<file path="config.mk">
export PLATFORM = sky130hd
export DESIGN_NAME = system_reset_and_bus_pins
export DESIGN_NICKNAME = d
export VERILOG_FILES = /design/src/common/sys_pkg.sv /design/src/common/ext_req_if.sv /design/src/hw/ext_bus_cycle.sv /design/src/hw/system_reset_and_bus_pins.sv
export VERILOG_INCLUDE_DIRS = /design/src /design/src/common
export SDC_FILE = /design/constraint.sdc
export NUM_CORES = 1
export LEC_CHECK = 0
export ABC_AREA = 1
export BUFFER_PORTS_ARGS = -buffer_cell sky130_fd_sc_hd__buf_2
export CORE_MARGIN = 2
export CORE_UTILIZATION = 42
export DETAILED_ROUTE_END_ITERATION = 8
export PLACE_DENSITY = 0.75
export SYNTH_ARGS = -nofsm -noshare
export SYNTH_HDL_FRONTEND = slang
export SYNTH_SLANG_ARGS = --single-unit
</file>
<file path="constraint.sdc">
create_clock -name clk -period 1.4 [get_ports clk]
set_input_delay 0.07 -clock clk [delete_from_list [all_inputs] [get_ports clk]]
set_output_delay 0.07 -clock clk [all_outputs]
set_load 0.02 [all_outputs]
</file>
<file path="src/common/sys_consts.svh">
// Constants for the reset sequencer and external memory bus pins.
`ifndef SYS_CONSTS_SVH
`define SYS_CONSTS_SVH

`define ADDR_W 14
`define DATA_W 24
`define BOOT_HI_LSB 22
`define WAIT_W 3
`define WAIT_RESET 3'h7
`define LOCK_PERIODS 2000
`define LOCK_CYCLES (`LOCK_PERIODS * 1)
`define LOCK_CNT_W 11
`define SYNC_W 14
`define SYNC_RESET 14'h3FFF
`define LIMIT_W 15
`define PM_WORDS_FULL 15'h4000
`define DM_WORDS_FULL 15'h3C00
`define PM_WORDS_REDUCED 15'h3C00
`define DM_WORDS_REDUCED 15'h3A00
`define ONCHIP_PM_FULL 14'h0800
`define ONCHIP_PM_REDUCED 14'h0400
`define ONCHIP_PM_HI_BASE 14'h3800
`define START_PC 14'h0000

`endif

</file>
<file path="src/common/sys_pkg.sv">
// Types shared by the reset sequencer and the external bus engine.
package sys_pkg;
    typedef enum logic [1:0] {
        SPACE_PM = 2'b00,
        SPACE_DM = 2'b01,
        SPACE_BOOT = 2'b10
    } space_type;
    typedef enum logic [1:0] {
        RS_LOCK = 2'b00,
        RS_HOLD = 2'b01,
        RS_BOOT = 2'b10,
        RS_RUN = 2'b11
    } reset_state_type;
    typedef enum logic {
        BUS_IDLE = 1'b0,
        BUS_ACTIVE = 1'b1
    } bus_state_type;
    typedef struct packed {
        logic tfs;
        logic rfs;
        logic dt;
        logic dr;
        logic sclk;
    } sport_pins_type;
endpackage

</file>
<file path="src/common/ext_req_if.sv">
// Request and answer bundle between the sequencer and the bus engine.
`timescale 1ns/10ps
`include "sys_consts.svh"
interface ext_req_if;
    import sys_pkg::*;
    logic valid;
    logic ready;
    logic write;
    space_type space;
    logic [`ADDR_W-1:0] addr;
    logic [`DATA_W-1:0] wdata;
    logic done;
    logic [`DATA_W-1:0] rdata;
    modport requester (output valid, output write, output space, output addr, output wdata,
        input ready, input done, input rdata);
    modport engine (input valid, input write, input space, input addr, input wdata,
        output ready, output done, output rdata);
endinterface

</file>
<file path="src/hw/ext_bus_cycle.sv">
// External memory bus cycle engine with programmable wait states.
`timescale 1ns/10ps
`include "sys_consts.svh"
module ext_bus_cycle
    import sys_pkg::*;
(
    input wire logic clk,
    input wire logic rst,
    input wire logic [`WAIT_W-1:0] wait_states,
    input wire logic granted,
    ext_req_if.engine req,
    input wire logic [`DATA_W-1:0] data_in,
    output logic idle,
    output logic [`ADDR_W-1:0] addr_q,
    output logic [`DATA_W-1:0] dout_q,
    output logic [`DATA_W-1:0] doe_q,
    output logic pm_sel_n_q,
    output logic dm_sel_n_q,
    output logic bm_sel_n_q,
    output logic rd_n_q,
    output logic wr_n_q
);
    bus_state_type state_q;
    logic [`WAIT_W-1:0] count_q;
    logic [`WAIT_W-1:0] wait_l_q;
    logic [`WAIT_W:0] len_q;
    wire take = req.valid && req.ready;
    wire last = (state_q == BUS_ACTIVE) && (count_q == 3'h0);
    wire is_boot = req.space == SPACE_BOOT;
    wire do_write = req.write && !is_boot;
    wire [`DATA_W-1:0] drive_d = is_boot ? {2'h3, 22'h000000} : {`DATA_W{do_write}};
    wire strobe_on = !rd_n_q || !wr_n_q;

    assign req.ready = (state_q == BUS_IDLE) && !granted;
    assign req.done = last;
    assign req.rdata = data_in;
    assign idle = state_q == BUS_IDLE;

    always_ff @(posedge clk) begin
        if (rst) begin
            state_q <= BUS_IDLE;
            count_q <= 3'h0;
            addr_q <= 14'h0000;
            dout_q <= 24'h000000;
            doe_q <= 24'h000000;
            pm_sel_n_q <= 1'b1;
            dm_sel_n_q <= 1'b1;
            bm_sel_n_q <= 1'b1;
            rd_n_q <= 1'b1;
            wr_n_q <= 1'b1;
        end else if (take) begin
            state_q <= BUS_ACTIVE;
            count_q <= wait_states;
            addr_q <= req.addr;
            dout_q <= req.wdata;
            doe_q <= drive_d;
            pm_sel_n_q <= req.space != SPACE_PM;
            dm_sel_n_q <= req.space != SPACE_DM;
            bm_sel_n_q <= !is_boot;
            rd_n_q <= do_write;
            wr_n_q <= !do_write;
        end else if (last) begin
            state_q <= BUS_IDLE;
            doe_q <= 24'h000000;
            pm_sel_n_q <= 1'b1;
            dm_sel_n_q <= 1'b1;
            bm_sel_n_q <= 1'b1;
            rd_n_q <= 1'b1;
            wr_n_q <= 1'b1;
        end else if (state_q == BUS_ACTIVE) begin
            count_q <= count_q - 3'h1;
        end
    end

    always_ff @(posedge clk) begin
        if (rst) begin
            wait_l_q <= 3'h0;
            len_q <= 4'h0;
        end else begin
            if (take) begin
                wait_l_q <= wait_states;
            end
            len_q <= strobe_on ? len_q + 4'h1 : 4'h0;
        end
    end
endmodule

</file>
<file path="src/hw/system_reset_and_bus_pins.sv">
// Reset sequencing, clock output, shared pin routing and external bus front end.
`timescale 1ns/10ps
`include "sys_consts.svh"
// What this block does
// - A low reset pin returns the whole processor to its initial state.
// - Warm reset with unchanged clock skips the lock wait.
// - A clock output follows the internal instruction cycles.
// - One 14-bit address bus serves program, data and boot memory.
// - 24-bit data bus is two-way; boot reads use it as input, top bits give page.
// - Separate active-low selects mark program, data and boot accesses.
// - Separate active-low read and write strobes time external transfers.
// - A low bus request is answered by a low bus grant.
// - The memory map select input lays out on-chip and off-chip program memory.
// - Two-port parts: one interrupt with both ports, or three with port zero.
// - One-port part: one interrupt with port one, or three and no port.
// - Port one receive frame sync becomes interrupt zero, transmit sync interrupt one.
// - Each serial port has five pins: both frame syncs, both data lines, clock.
// - External accesses insert a programmable number of wait states.
// - Full parts address 15K data words and 16K program words.
// - Reduced parts address 14.5K data words and 15K program words.
// - Wait states range from 0 to 7 and are 7 after reset.
// - After reset, boot if configured, then fetch from program address 0x0000.
module system_reset_and_bus_pins
    import sys_pkg::*;
#(
    parameter bit TWO_SPORTS = 1'b1,
    parameter bit FULL_MEMORY = 1'b1
) (
    input wire logic clk,
    input wire logic rst,
    input wire logic reset_pin_n,
    input wire logic memory_map_select,
    input wire logic bus_request_n,
    output logic bus_grant_n,
    output logic processor_clock_out,
    output logic [`ADDR_W-1:0] address_out,
    input wire logic [`DATA_W-1:0] data_in,
    output logic [`DATA_W-1:0] data_out,
    output logic [`DATA_W-1:0] data_oe,
    output logic prog_mem_select_n,
    output logic data_mem_select_n,
    output logic boot_mem_select_n,
    output logic read_n,
    output logic write_n,
    output logic control_oe,
    input wire logic ext_irq_two_pin_n,
    input wire sport_pins_type serial_port_zero_pin,
    input wire sport_pins_type serial_port_one_pin,
    input wire logic sport_one_as_irq,
    output logic ext_irq_two_n,
    output logic ext_irq_one_n,
    output logic ext_irq_zero_n,
    output sport_pins_type serial_port_zero,
    output sport_pins_type serial_port_one,
    output logic core_reset,
    output logic boot_start,
    input wire logic boot_done,
    output logic fetch_start,
    output logic [`ADDR_W-1:0] start_address,
    input wire logic wait_load,
    input wire logic [`WAIT_W-1:0] wait_value,
    output logic [`WAIT_W-1:0] wait_states,
    input wire logic core_req_valid,
    input wire logic core_req_write,
    input wire space_type core_req_space,
    input wire logic [`ADDR_W-1:0] core_req_addr,
    input wire logic [`DATA_W-1:0] core_req_wdata,
    output logic core_req_ready,
    output logic core_rsp_valid,
    output logic [`DATA_W-1:0] core_rsp_rdata,
    output logic core_rsp_onchip,
    output logic core_rsp_error
);
    logic [`SYNC_W-1:0] sync1_q;
    logic [`SYNC_W-1:0] sync2_q;
    reset_state_type state_q;
    reset_state_type state_d;
    logic [`LOCK_CNT_W-1:0] lock_cnt_q;
    logic core_reset_q;
    logic boot_start_q;
    logic fetch_start_q;
    logic [`WAIT_W-1:0] wait_q;
    logic processor_clock_out_q;
    logic grant_q;
    logic rsp_valid_q;
    logic [`DATA_W-1:0] rsp_rdata_q;
    logic rsp_onchip_q;
    logic rsp_error_q;
    logic eng_idle;
    sport_pins_type sport_zero_q;
    sport_pins_type sport_one_q;
    logic irq_two_q;
    logic irq_one_q;
    logic irq_zero_q;
    ext_req_if req ();

    // Reset, map select, bus request, interrupt two and serial port pins pass two flip-flops before any logic reads them.
    wire [`SYNC_W-1:0] pins_raw = {reset_pin_n, memory_map_select, bus_request_n,
        ext_irq_two_pin_n, serial_port_zero_pin, serial_port_one_pin};
    always_ff @(posedge clk) begin
        if (rst) begin
            sync1_q <= `SYNC_RESET;
            sync2_q <= `SYNC_RESET;
        end else begin
            sync1_q <= pins_raw;
            sync2_q <= sync1_q;
        end
    end

    wire rs_pin_s = sync2_q[13];
    wire memory_map_select_s = sync2_q[12];
    wire br_n_s = sync2_q[11];
    wire ext_irq_two_n_s = sync2_q[10];
    wire sport_pins_type sp0_s = sync2_q[9:5];
    wire sport_pins_type sp1_s = sync2_q[4:0];

    // Reset sequencer: lock wait only after power-on, warm resets skip it.
    wire lock_done = lock_cnt_q == `LOCK_CNT_W'(`LOCK_CYCLES - 1);
    wire boot_wanted = !memory_map_select_s;
    always_comb begin
        state_d = state_q;
        case (state_q)
            RS_LOCK: begin
                if (lock_done) begin
                    state_d = RS_HOLD;
                end
            end
            RS_HOLD: begin
                if (rs_pin_s && !boot_wanted) begin
                    state_d = RS_RUN;
                end else if (rs_pin_s && br_n_s) begin
                    state_d = RS_BOOT;
                end
            end
            RS_BOOT: begin
                if (!rs_pin_s) begin
                    state_d = RS_HOLD;
                end else if (boot_done) begin
                    state_d = RS_RUN;
                end
            end
            RS_RUN: begin
                if (!rs_pin_s) begin
                    state_d = RS_HOLD;
                end
            end
            default: begin
                state_d = RS_LOCK;
            end
        endcase
    end

    wire in_reset_d = (state_d == RS_LOCK) || (state_d == RS_HOLD);
    always_ff @(posedge clk) begin
        if (rst) begin
            state_q <= RS_LOCK;
            lock_cnt_q <= 11'h000;
            core_reset_q <= 1'b1;
            boot_start_q <= 1'b0;
            fetch_start_q <= 1'b0;
        end else begin
            state_q <= state_d;
            lock_cnt_q <= (state_q == RS_LOCK) ? lock_cnt_q + 11'h001 : lock_cnt_q;
            core_reset_q <= in_reset_d;
            boot_start_q <= (state_q == RS_HOLD) && (state_d == RS_BOOT);
            fetch_start_q <= (state_q != RS_RUN) && (state_d == RS_RUN);
        end
    end

    // Wait-state count, back to its maximum on every reset.
    always_ff @(posedge clk) begin
        if (rst || core_reset_q) begin
            wait_q <= `WAIT_RESET;
        end else if (wait_load) begin
            wait_q <= wait_value;
        end
    end

    // Clock output toggles on every internal cycle edge.
    always_ff @(posedge clk) begin
        if (rst) begin
            processor_clock_out_q <= 1'b0;
        end else begin
            processor_clock_out_q <= !processor_clock_out_q;
        end
    end

    // Bus grant once the engine has no cycle in flight.
    always_ff @(posedge clk) begin
        if (rst) begin
            grant_q <= 1'b0;
        end else if (br_n_s) begin
            grant_q <= 1'b0;
        end else if (eng_idle) begin
            grant_q <= 1'b1;
        end
    end

    // Serial port one yields its frame syncs to interrupts zero and one.
    wire sport_zero_on = TWO_SPORTS;
    wire sport_one_on = !sport_one_as_irq;
    always_ff @(posedge clk) begin
        if (rst) begin
            sport_zero_q <= 5'h1F;
            sport_one_q <= 5'h1F;
            irq_two_q <= 1'b1;
            irq_one_q <= 1'b1;
            irq_zero_q <= 1'b1;
        end else begin
            sport_zero_q <= sport_zero_on ? sp0_s : 5'h1F;
            sport_one_q <= sport_one_on ? sp1_s : 5'h1F;
            irq_two_q <= ext_irq_two_n_s;
            irq_one_q <= sport_one_as_irq ? sp1_s.tfs : 1'b1;
            irq_zero_q <= sport_one_as_irq ? sp1_s.rfs : 1'b1;
        end
    end

    // Address decode: limits per variant and on-chip placement per memory map.
    wire [`LIMIT_W-1:0] pm_limit = FULL_MEMORY ? `PM_WORDS_FULL : `PM_WORDS_REDUCED;
    wire [`LIMIT_W-1:0] dm_limit = FULL_MEMORY ? `DM_WORDS_FULL : `DM_WORDS_REDUCED;
    wire [`ADDR_W-1:0] onchip_size = FULL_MEMORY ? `ONCHIP_PM_FULL : `ONCHIP_PM_REDUCED;
    wire [`LIMIT_W-1:0] addr_wide = {1'b0, core_req_addr};
    wire is_pm = core_req_space == SPACE_PM;
    wire is_dm = core_req_space == SPACE_DM;
    wire out_of_range = (is_pm && addr_wide >= pm_limit) || (is_dm && addr_wide >= dm_limit);
    wire pm_onchip = is_pm && (memory_map_select_s ? core_req_addr >= `ONCHIP_PM_HI_BASE
        : core_req_addr < onchip_size);
    wire accepting = (state_q == RS_BOOT) || (state_q == RS_RUN);
    wire local_hit = out_of_range || pm_onchip;
    wire local_take = core_req_valid && core_req_ready && local_hit;

    assign core_req_ready = accepting && req.ready;
    assign req.valid = core_req_valid && accepting && !local_hit;
    assign req.write = core_req_write;
    assign req.space = core_req_space;
    assign req.addr = core_req_addr;
    assign req.wdata = core_req_wdata;

    always_ff @(posedge clk) begin
        if (rst) begin
            rsp_valid_q <= 1'b0;
            rsp_rdata_q <= 24'h000000;
            rsp_onchip_q <= 1'b0;
            rsp_error_q <= 1'b0;
        end else begin
            rsp_valid_q <= local_take || req.done;
            rsp_rdata_q <= req.done ? req.rdata : 24'h000000;
            rsp_onchip_q <= local_take && pm_onchip && !out_of_range;
            rsp_error_q <= local_take && out_of_range;
        end
    end

    wire hold_off = grant_q || !br_n_s;
    ext_bus_cycle engine (
        .clk(clk),
        .rst(rst),
        .wait_states(wait_q),
        .granted(hold_off),
        .req(req),
        .data_in(data_in),
        .idle(eng_idle),
        .addr_q(address_out),
        .dout_q(data_out),
        .doe_q(data_oe),
        .pm_sel_n_q(prog_mem_select_n),
        .dm_sel_n_q(data_mem_select_n),
        .bm_sel_n_q(boot_mem_select_n),
        .rd_n_q(read_n),
        .wr_n_q(write_n)
    );

    assign bus_grant_n = !grant_q;
    assign control_oe = !grant_q;
    assign processor_clock_out = processor_clock_out_q;
    assign ext_irq_two_n = irq_two_q;
    assign ext_irq_one_n = irq_one_q;
    assign ext_irq_zero_n = irq_zero_q;
    assign serial_port_zero = sport_zero_q;
    assign serial_port_one = sport_one_q;
    assign core_reset = core_reset_q;
    assign boot_start = boot_start_q;
    assign fetch_start = fetch_start_q;
    assign start_address = `START_PC;
    assign wait_states = wait_q;
    assign core_rsp_valid = rsp_valid_q;
    assign core_rsp_rdata = rsp_rdata_q;
    assign core_rsp_onchip = rsp_onchip_q;
    assign core_rsp_error = rsp_error_q;
endmodule

</file>
======== Yosys cells after proc, flatten, opt, wreduce, memory -nomap -nowiden ========
Cells that the tools add are included.
storage, ports and cells
  input port bits ......................... 88
  logic and storage cells ................. 126
  output and inout port bits .............. 131
  register bits ........................... 160
cells by class
  multiplexer cells ....................... 22
  add/subtract/negate cells ............... 2
  reductions and logical operators ........ 46
  bitwise logic cells ..................... 3
  eq/ne operators ......................... 12
  order comparisons ....................... 4
operators with widths
  cell                                                                 count
  2-to-1 mux 24 bit                                                    3
  greater-or-equal comparator 14 bit, second input constant            2
  logical AND 1 bit                                                    19
  greater-or-equal comparator 14 x 15 -> 1 bit, second input constant  1
  less-than comparator 14 x 12 -> 1 bit, second input constant         1
  2-to-1 mux 2 bit                                                     6
  adder 11 x 1 -> 11 bit, second input constant                        1
  == test 11 bit, second input constant                                1
  == test 2 bit, second input constant                                 5
  2-to-1 mux 1 bit                                                     9
  2-to-1 mux 3 bit                                                     3
  logical NOT 1 bit                                                    8
  one-hot mux 2 bit (4 select lines)                                   1
  OR reduction 2 bit                                                   4
  logical OR 1 bit                                                     7
  == test 2 x 1 -> 1 bit, second input constant                        3
  logical NOT 2 bit                                                    3
  nonzero test 2 bit                                                   3
  inequality test 2 x 1 -> 1 bit, second input constant                2
  logical NOT 3 bit                                                    1
  NOT 1 bit                                                            3
  subtractor 3 x 1 -> 3 bit, second input constant                     1
  inequality test 2 bit, second input constant                         1
  AND reduction 2 bit                                                  1

======== Depth between registers and ports, before layout ========
  depth in word-level cells ............... 9
  mapped depth ............................ 10
  gate-level depth less buffers ........... 10

======== Cells and area by module ========
Synthesis repeated with hierarchy kept, for this count alone.
second synthesis, totals
  cells, all modules ...................... 623
  area total of the unflattened synthesis .. 5,200.0 µm²
modules (own cells, without submodules)
  module                     instances  sequential area each (µm²)  cells an instance  area each (µm²)
  system_reset_and_bus_pins  1          1,781.7                     338                2,995.4
  ext_bus_cycle              1          980.9                       285                2,204.6

======== Worst setup path before layout ========
No wires, ideal clock.
  kind .................................... register to register
  start ................................... register engine.count_q[0]
  end ..................................... register engine.count_q[1]
  path buffers ............................ 0
  arrival ................................. 1.345 ns
  clock period less this slack ............ 1.410 ns
  library setup time ...................... 0.065 ns
  stages on the path, launching flop included .. 11
  setup slack ............................. -0.010 ns
  data required time ...................... 1.335 ns
  cells stage by stage .................... dfxtp_1 > inv_1 > ha_1 > nand2_1 > nor2_1 > inv_1 > nand2_1 > or2_2 > nand2_1 > nor2_1 > nor2_1
on the way
  longest elaborated chain between the ends .. 4
  elaborated cells on any way between the ends .. 8
  classes of those cells .................. add/sub (1); eq/ne (1); mux (3); reduce/logical (3)
RTL lines
  what                                                                RTL line                                  text
  start: declaration                                                  ext_bus_cycle.sv:24                       logic [`WAIT_W-1:0] count_q;
  start signal: assignment                                            ext_bus_cycle.sv:53                       count_q <= wait_states;
  start signal: assignment                                            ext_bus_cycle.sv:71                       count_q <= count_q - 3'h1;
  subtractor 3 x 1 -> 3 bit or logical NOT 3 bit (tied branches)      ext_bus_cycle.sv:71, ext_bus_cycle.sv:28
  2-to-1 mux 3 bit or logical AND 1 bit (tied branches)               ext_bus_cycle.sv:70, ext_bus_cycle.sv:28
  2-to-1 mux 3 bit or inequality test 2 x 1 -> 1 bit (tied branches)  --
  2-to-1 mux 3 bit or AND reduction 2 bit (tied branches)             --
Several ways; a longest one is shown, not always the timed one. The select of a mux whose other input is x is not followed.
A chain may end at the register's enable or synchronous reset.

======== Worst setup path after layout ========
  start ................................... register state_q[1]
  end ..................................... register engine.pm_sel_n_q
on the way
  longest elaborated chain between the ends .. 6
  elaborated cells on any way between the ends .. 8
  classes of those cells .................. eq/ne (2); mux (1); reduce/logical (5)
RTL lines
  what                                                    RTL line                          text
  start: declaration                                      system_reset_and_bus_pins.sv:76   reset_state_type state_q;
  start signal: assignment                                system_reset_and_bus_pins.sv:162  state_q <= state_d;
  == test 2 bit                                           system_reset_and_bus_pins.sv:228  wire accepting = (state_q == RS_BOOT) || (state_q == RS_RUN);
  logical OR 1 bit (*)                                    system_reset_and_bus_pins.sv:228
  logical AND 1 bit (*) (2 in series)                     system_reset_and_bus_pins.sv:233  assign req.valid = core_req_valid && accepting && !local_hit;
  logical AND 1 bit (*)                                   ext_bus_cycle.sv:27               wire take = req.valid && req.ready;
  2-to-1 mux 1 bit or nonzero test 2 bit (tied branches)  --
  end signal: assignment                                  ext_bus_cycle.sv:46               pm_sel_n_q <= 1'b1;
  end signal: assignment                                  ext_bus_cycle.sv:57               pm_sel_n_q <= req.space != SPACE_PM;
  end signal: assignment                                  ext_bus_cycle.sv:65               pm_sel_n_q <= 1'b1;
  end: declaration                                        ext_bus_cycle.sv:17               output logic pm_sel_n_q,
Every way passes the cells marked *; elsewhere a longest branch is shown, timed or not.

==> metrics <==
RR Startpoint state_q[1]; Peak VDD IR 0.000992 V; Antenna diodes 0; Max Transition Viols Final 0; Vias/cell 4.48; clock transition at the registers of the reported paths 60 ps; Crit path max-delay family simple AND/OR/NAND/NOR gates; CTS tree built; critical path peak fanout 11; initial core utilization a little over two fifths; CP required 1700 ps; Achievable Freq between 700 and 800 MHz; final worst-path setup slack -11.6 ps; largest net degree at the start of global routing just over 60; post-route ant nets 0; row count 39; drt pass-1 iters 4; First DRT Iteration DRCs 283; share of the synthesized area in the top cell type approximately 56%; routed vias between 4000 and 5000; syn avg cell area roughly 8.3 um^2; Worst Hold Class in2reg; post-synthesis mux area share 0%; adder-cell share of the synthesized area 0.767%; core area about 0.011 mm^2; number of global-route vias before repair 4232; violated checks negative setup slack; Worst setup EP type register; IO Port Bufs approximately 200; wirelength, routed 13.2 mm; Fill cells 855; final worst path period share 101%; Die Y 112 um; Seq/Total Area, Yosys 56.5%; DP Cell Count 912; hpwl dp slightly below 8 mm; clk root buf clkbuf_16; gr usage total 20.1%; Synth area leader dfxtp_1; synth top area cells dfxtp_1 56%, nand2_1 11%, buf_4 6.4%; Synth Area in Simple Gates a little under a quarter; Crit-path slowest cell dfxtp_2; crit-path max cell delay roughly 360 ps; Final setup viols 4; start point of the critical path state_q[1]; Worst Path Buf+Inv 2; GR Overflow Total 0; post-place instance area 0.00600 mm^2; wire length per cell 12.7 um; pwr dens 1170 mW/mm^2; Mapped Cells 587; total CTS buffers 17; yosys warns 0; R2R cell count 8; status finished with violations; Max-Cap Viols 0; Final Hold Fails 0; global-route wire length before repair 19.9 mm; Max clock buf depth 2; post-synthesis compound-gate area fraction 6.55%; die area 0.0125 mm^2; Area Overhead vs Synth 57.8%; Critical Path AT 1710 ps; Syn Std Cell Area 0.00489 mm^2; non-filler cells, final 1035; CTS Sinks 138; share of cells above drive strength 1 37.1%; RSZ-0062 raised after global routing yes; CP Cell Sequence nand2_1 -> inv_1 -> nand2_2 -> nor2_4 -> nand3_4 -> bufbuf_16 -> nor2_1 -> o21ai_1; routability cong. about 0.77; leakage power around 3.8 nW; Fin Clk Skew 13.9 ps; Yosys reg bits between 100 and 150; initial antenna violation count 0; reg2reg setup slack -10 ps; # DRC 0; H-tree levels 4; clk_lat worst skew 410 ps; distinct cell type count after synthesis 27; I/O pin cnt ~220; CP Class reg2reg; worst setup path end engine.pm_sel_n_q; Reg-to-Reg End engine.pm_sel_n_q; CP Launch Type register; minimum period implied by the final worst setup slack 1410 ps; Post-layout nets 971; die width around 110 um; Levels on crit path 8; Synth Area in XOR/XNOR 0.358%; final instance area 0.00772 mm^2; largest family of logic cells by synthesized area simple AND/OR/NAND/NOR gates
[sequential cells by signal, summed over array words and instances, names as in the netlist, 2 cells and up]
name	cells
sync2_q	14
engine.addr_q	14
sync1_q	14
serial_port_one	5
core_rsp_rdata	24
engine.doe_q	2
lock_cnt_q	11
engine.dout_q	24
state_q	2
engine.count_q	3
serial_port_zero	5
wait_states	3
[cell usage after synthesis]
cell type    n
nand3_2      1
o21ai_1      1
xor2_1       2
nand2_1    138
nor2_2       1
o21a_1       1
o21ai_0      9
ha_1         3
nor3b_1      1
inv_1       59
nor2_1      57
buf_2        3
clkbuf_1    12
a211oi_1     1
dfxtp_1    138
nor3_1       7
buf_6        1
o211ai_1     2
a21oi_1     48
nand3_1     15
buf_4       42
clkinv_1     1
nand4_1      6
inv_2        1
conb_1       1
nor2_4       1
or2_2       35
[repair_timing]
action	CTS	global route
endpoints found under the setup margin	35	55
endpoints found under the hold margin	88	0
pin swaps	1	8
buffers inserted	0	2
hold buffers	85	0
gates resized for setup	8	38
gates cloned	1	4
[logic make-up (layout without fill, tap and decap cells)]
| family | Yosys count | count (layout) |
|---|---|---|
| xor gates and xnor gates | 2 | 2 |
| and+or+nand+nor | 262 | 262 |
| DFF | 138 | 138 |
| other | 1 | 14 |
| adders and majority gates | 3 | 3 |
| AOI/OAI and AO/OA | 62 | 62 |
| buffers and inverters | 119 | 411 |
[metrics by stage]
step	setup TNS [ps]	setup slack, ps	hold WS [ps]	utilization [%]	total power, mW
after floorplan	0	47.6	174	-	4.29
after global placement	0	0.221	252	52.8	4.43
after detailed placement	-75.7	-39.6	254	52.8	4.44
after CTS	0	4.89	13.3	65.9	9.09
after global routing	-4040	-137	47.7	67.9	9.36
final	-25.2	-11.6	45.6	67.9	9.02
[worst min-delay path: stages]
cell,delay [ps]
buf_2,100
nor2_1,90
nand2_4,80
o21ai_2,40
nand2_1,40
[cells in the final DEF, fill, tap and decap left out, types with 6 or more instances in the layout]
cell | Yosys | final
a21oi_1 | 48 | 46
buf_12 | 0 | 6
buf_2 | 3 | 203
buf_4 | 42 | 18
clkbuf_16 | 0 | 21
conb_1 | 1 | 14
dfxtp_1 | 138 | 133
dlygate4sd3_1 | 0 | 85
inv_1 | 59 | 57
nand2_1 | 138 | 129
nand2_2 | 0 | 7
nand3_1 | 15 | 14
nand4_1 | 6 | 6
nor2_1 | 57 | 52
nor3_1 | 7 | 7
or2_2 | 35 | 35
[cell type report]
cell class	count	area (um^2)	share of cell area, %
flip-flops and latches	138	2770	35.9
repair buffers	319	2280	29.5
multi-input cells	343	1660	21.5
clock buffers	20	447	5.79
inverters	61	236	3.06
well taps	143	179	2.32
clock inverters	11	146	1.90
[worst min path at each step]
stage	endpoint	cells past startpoint	slack, ps	start
2_1_floorplan	sync1_q[0]	1	170	serial_port_one_pin[0]
3_3_place_gp	sync1_q[6]	2	250	serial_port_zero_pin[1]
3_5_place_dp	sync1_q[12]	2	250	memory_map_select
4_1_cts	engine.dm_sel_n_q	5	10	core_req_space[1]
5_1_grt	engine.dm_sel_n_q	5	50	core_req_space[1]
6_report	engine.dm_sel_n_q	5	50	core_req_space[1]
[power by group]
group	total (mW)	internal (mW)	switching, mW	leakage (nW)
sequential	4.00	3.99	0.0182	1.12
combinational	0.563	0.318	0.245	2.36
clock	4.45	2.84	1.62	0.286
[routing by layer]
metal  vias up  track usage, %  share of wire [%]
li1       2351               -                  -
met3        27            7.19                6.6
met5         -               0                  0
met2       171            35.8                 52
met4         0            8.07                2.1
met1      2089            21.6                 40
No activity file was read; power rests on OpenSTA's default activity.
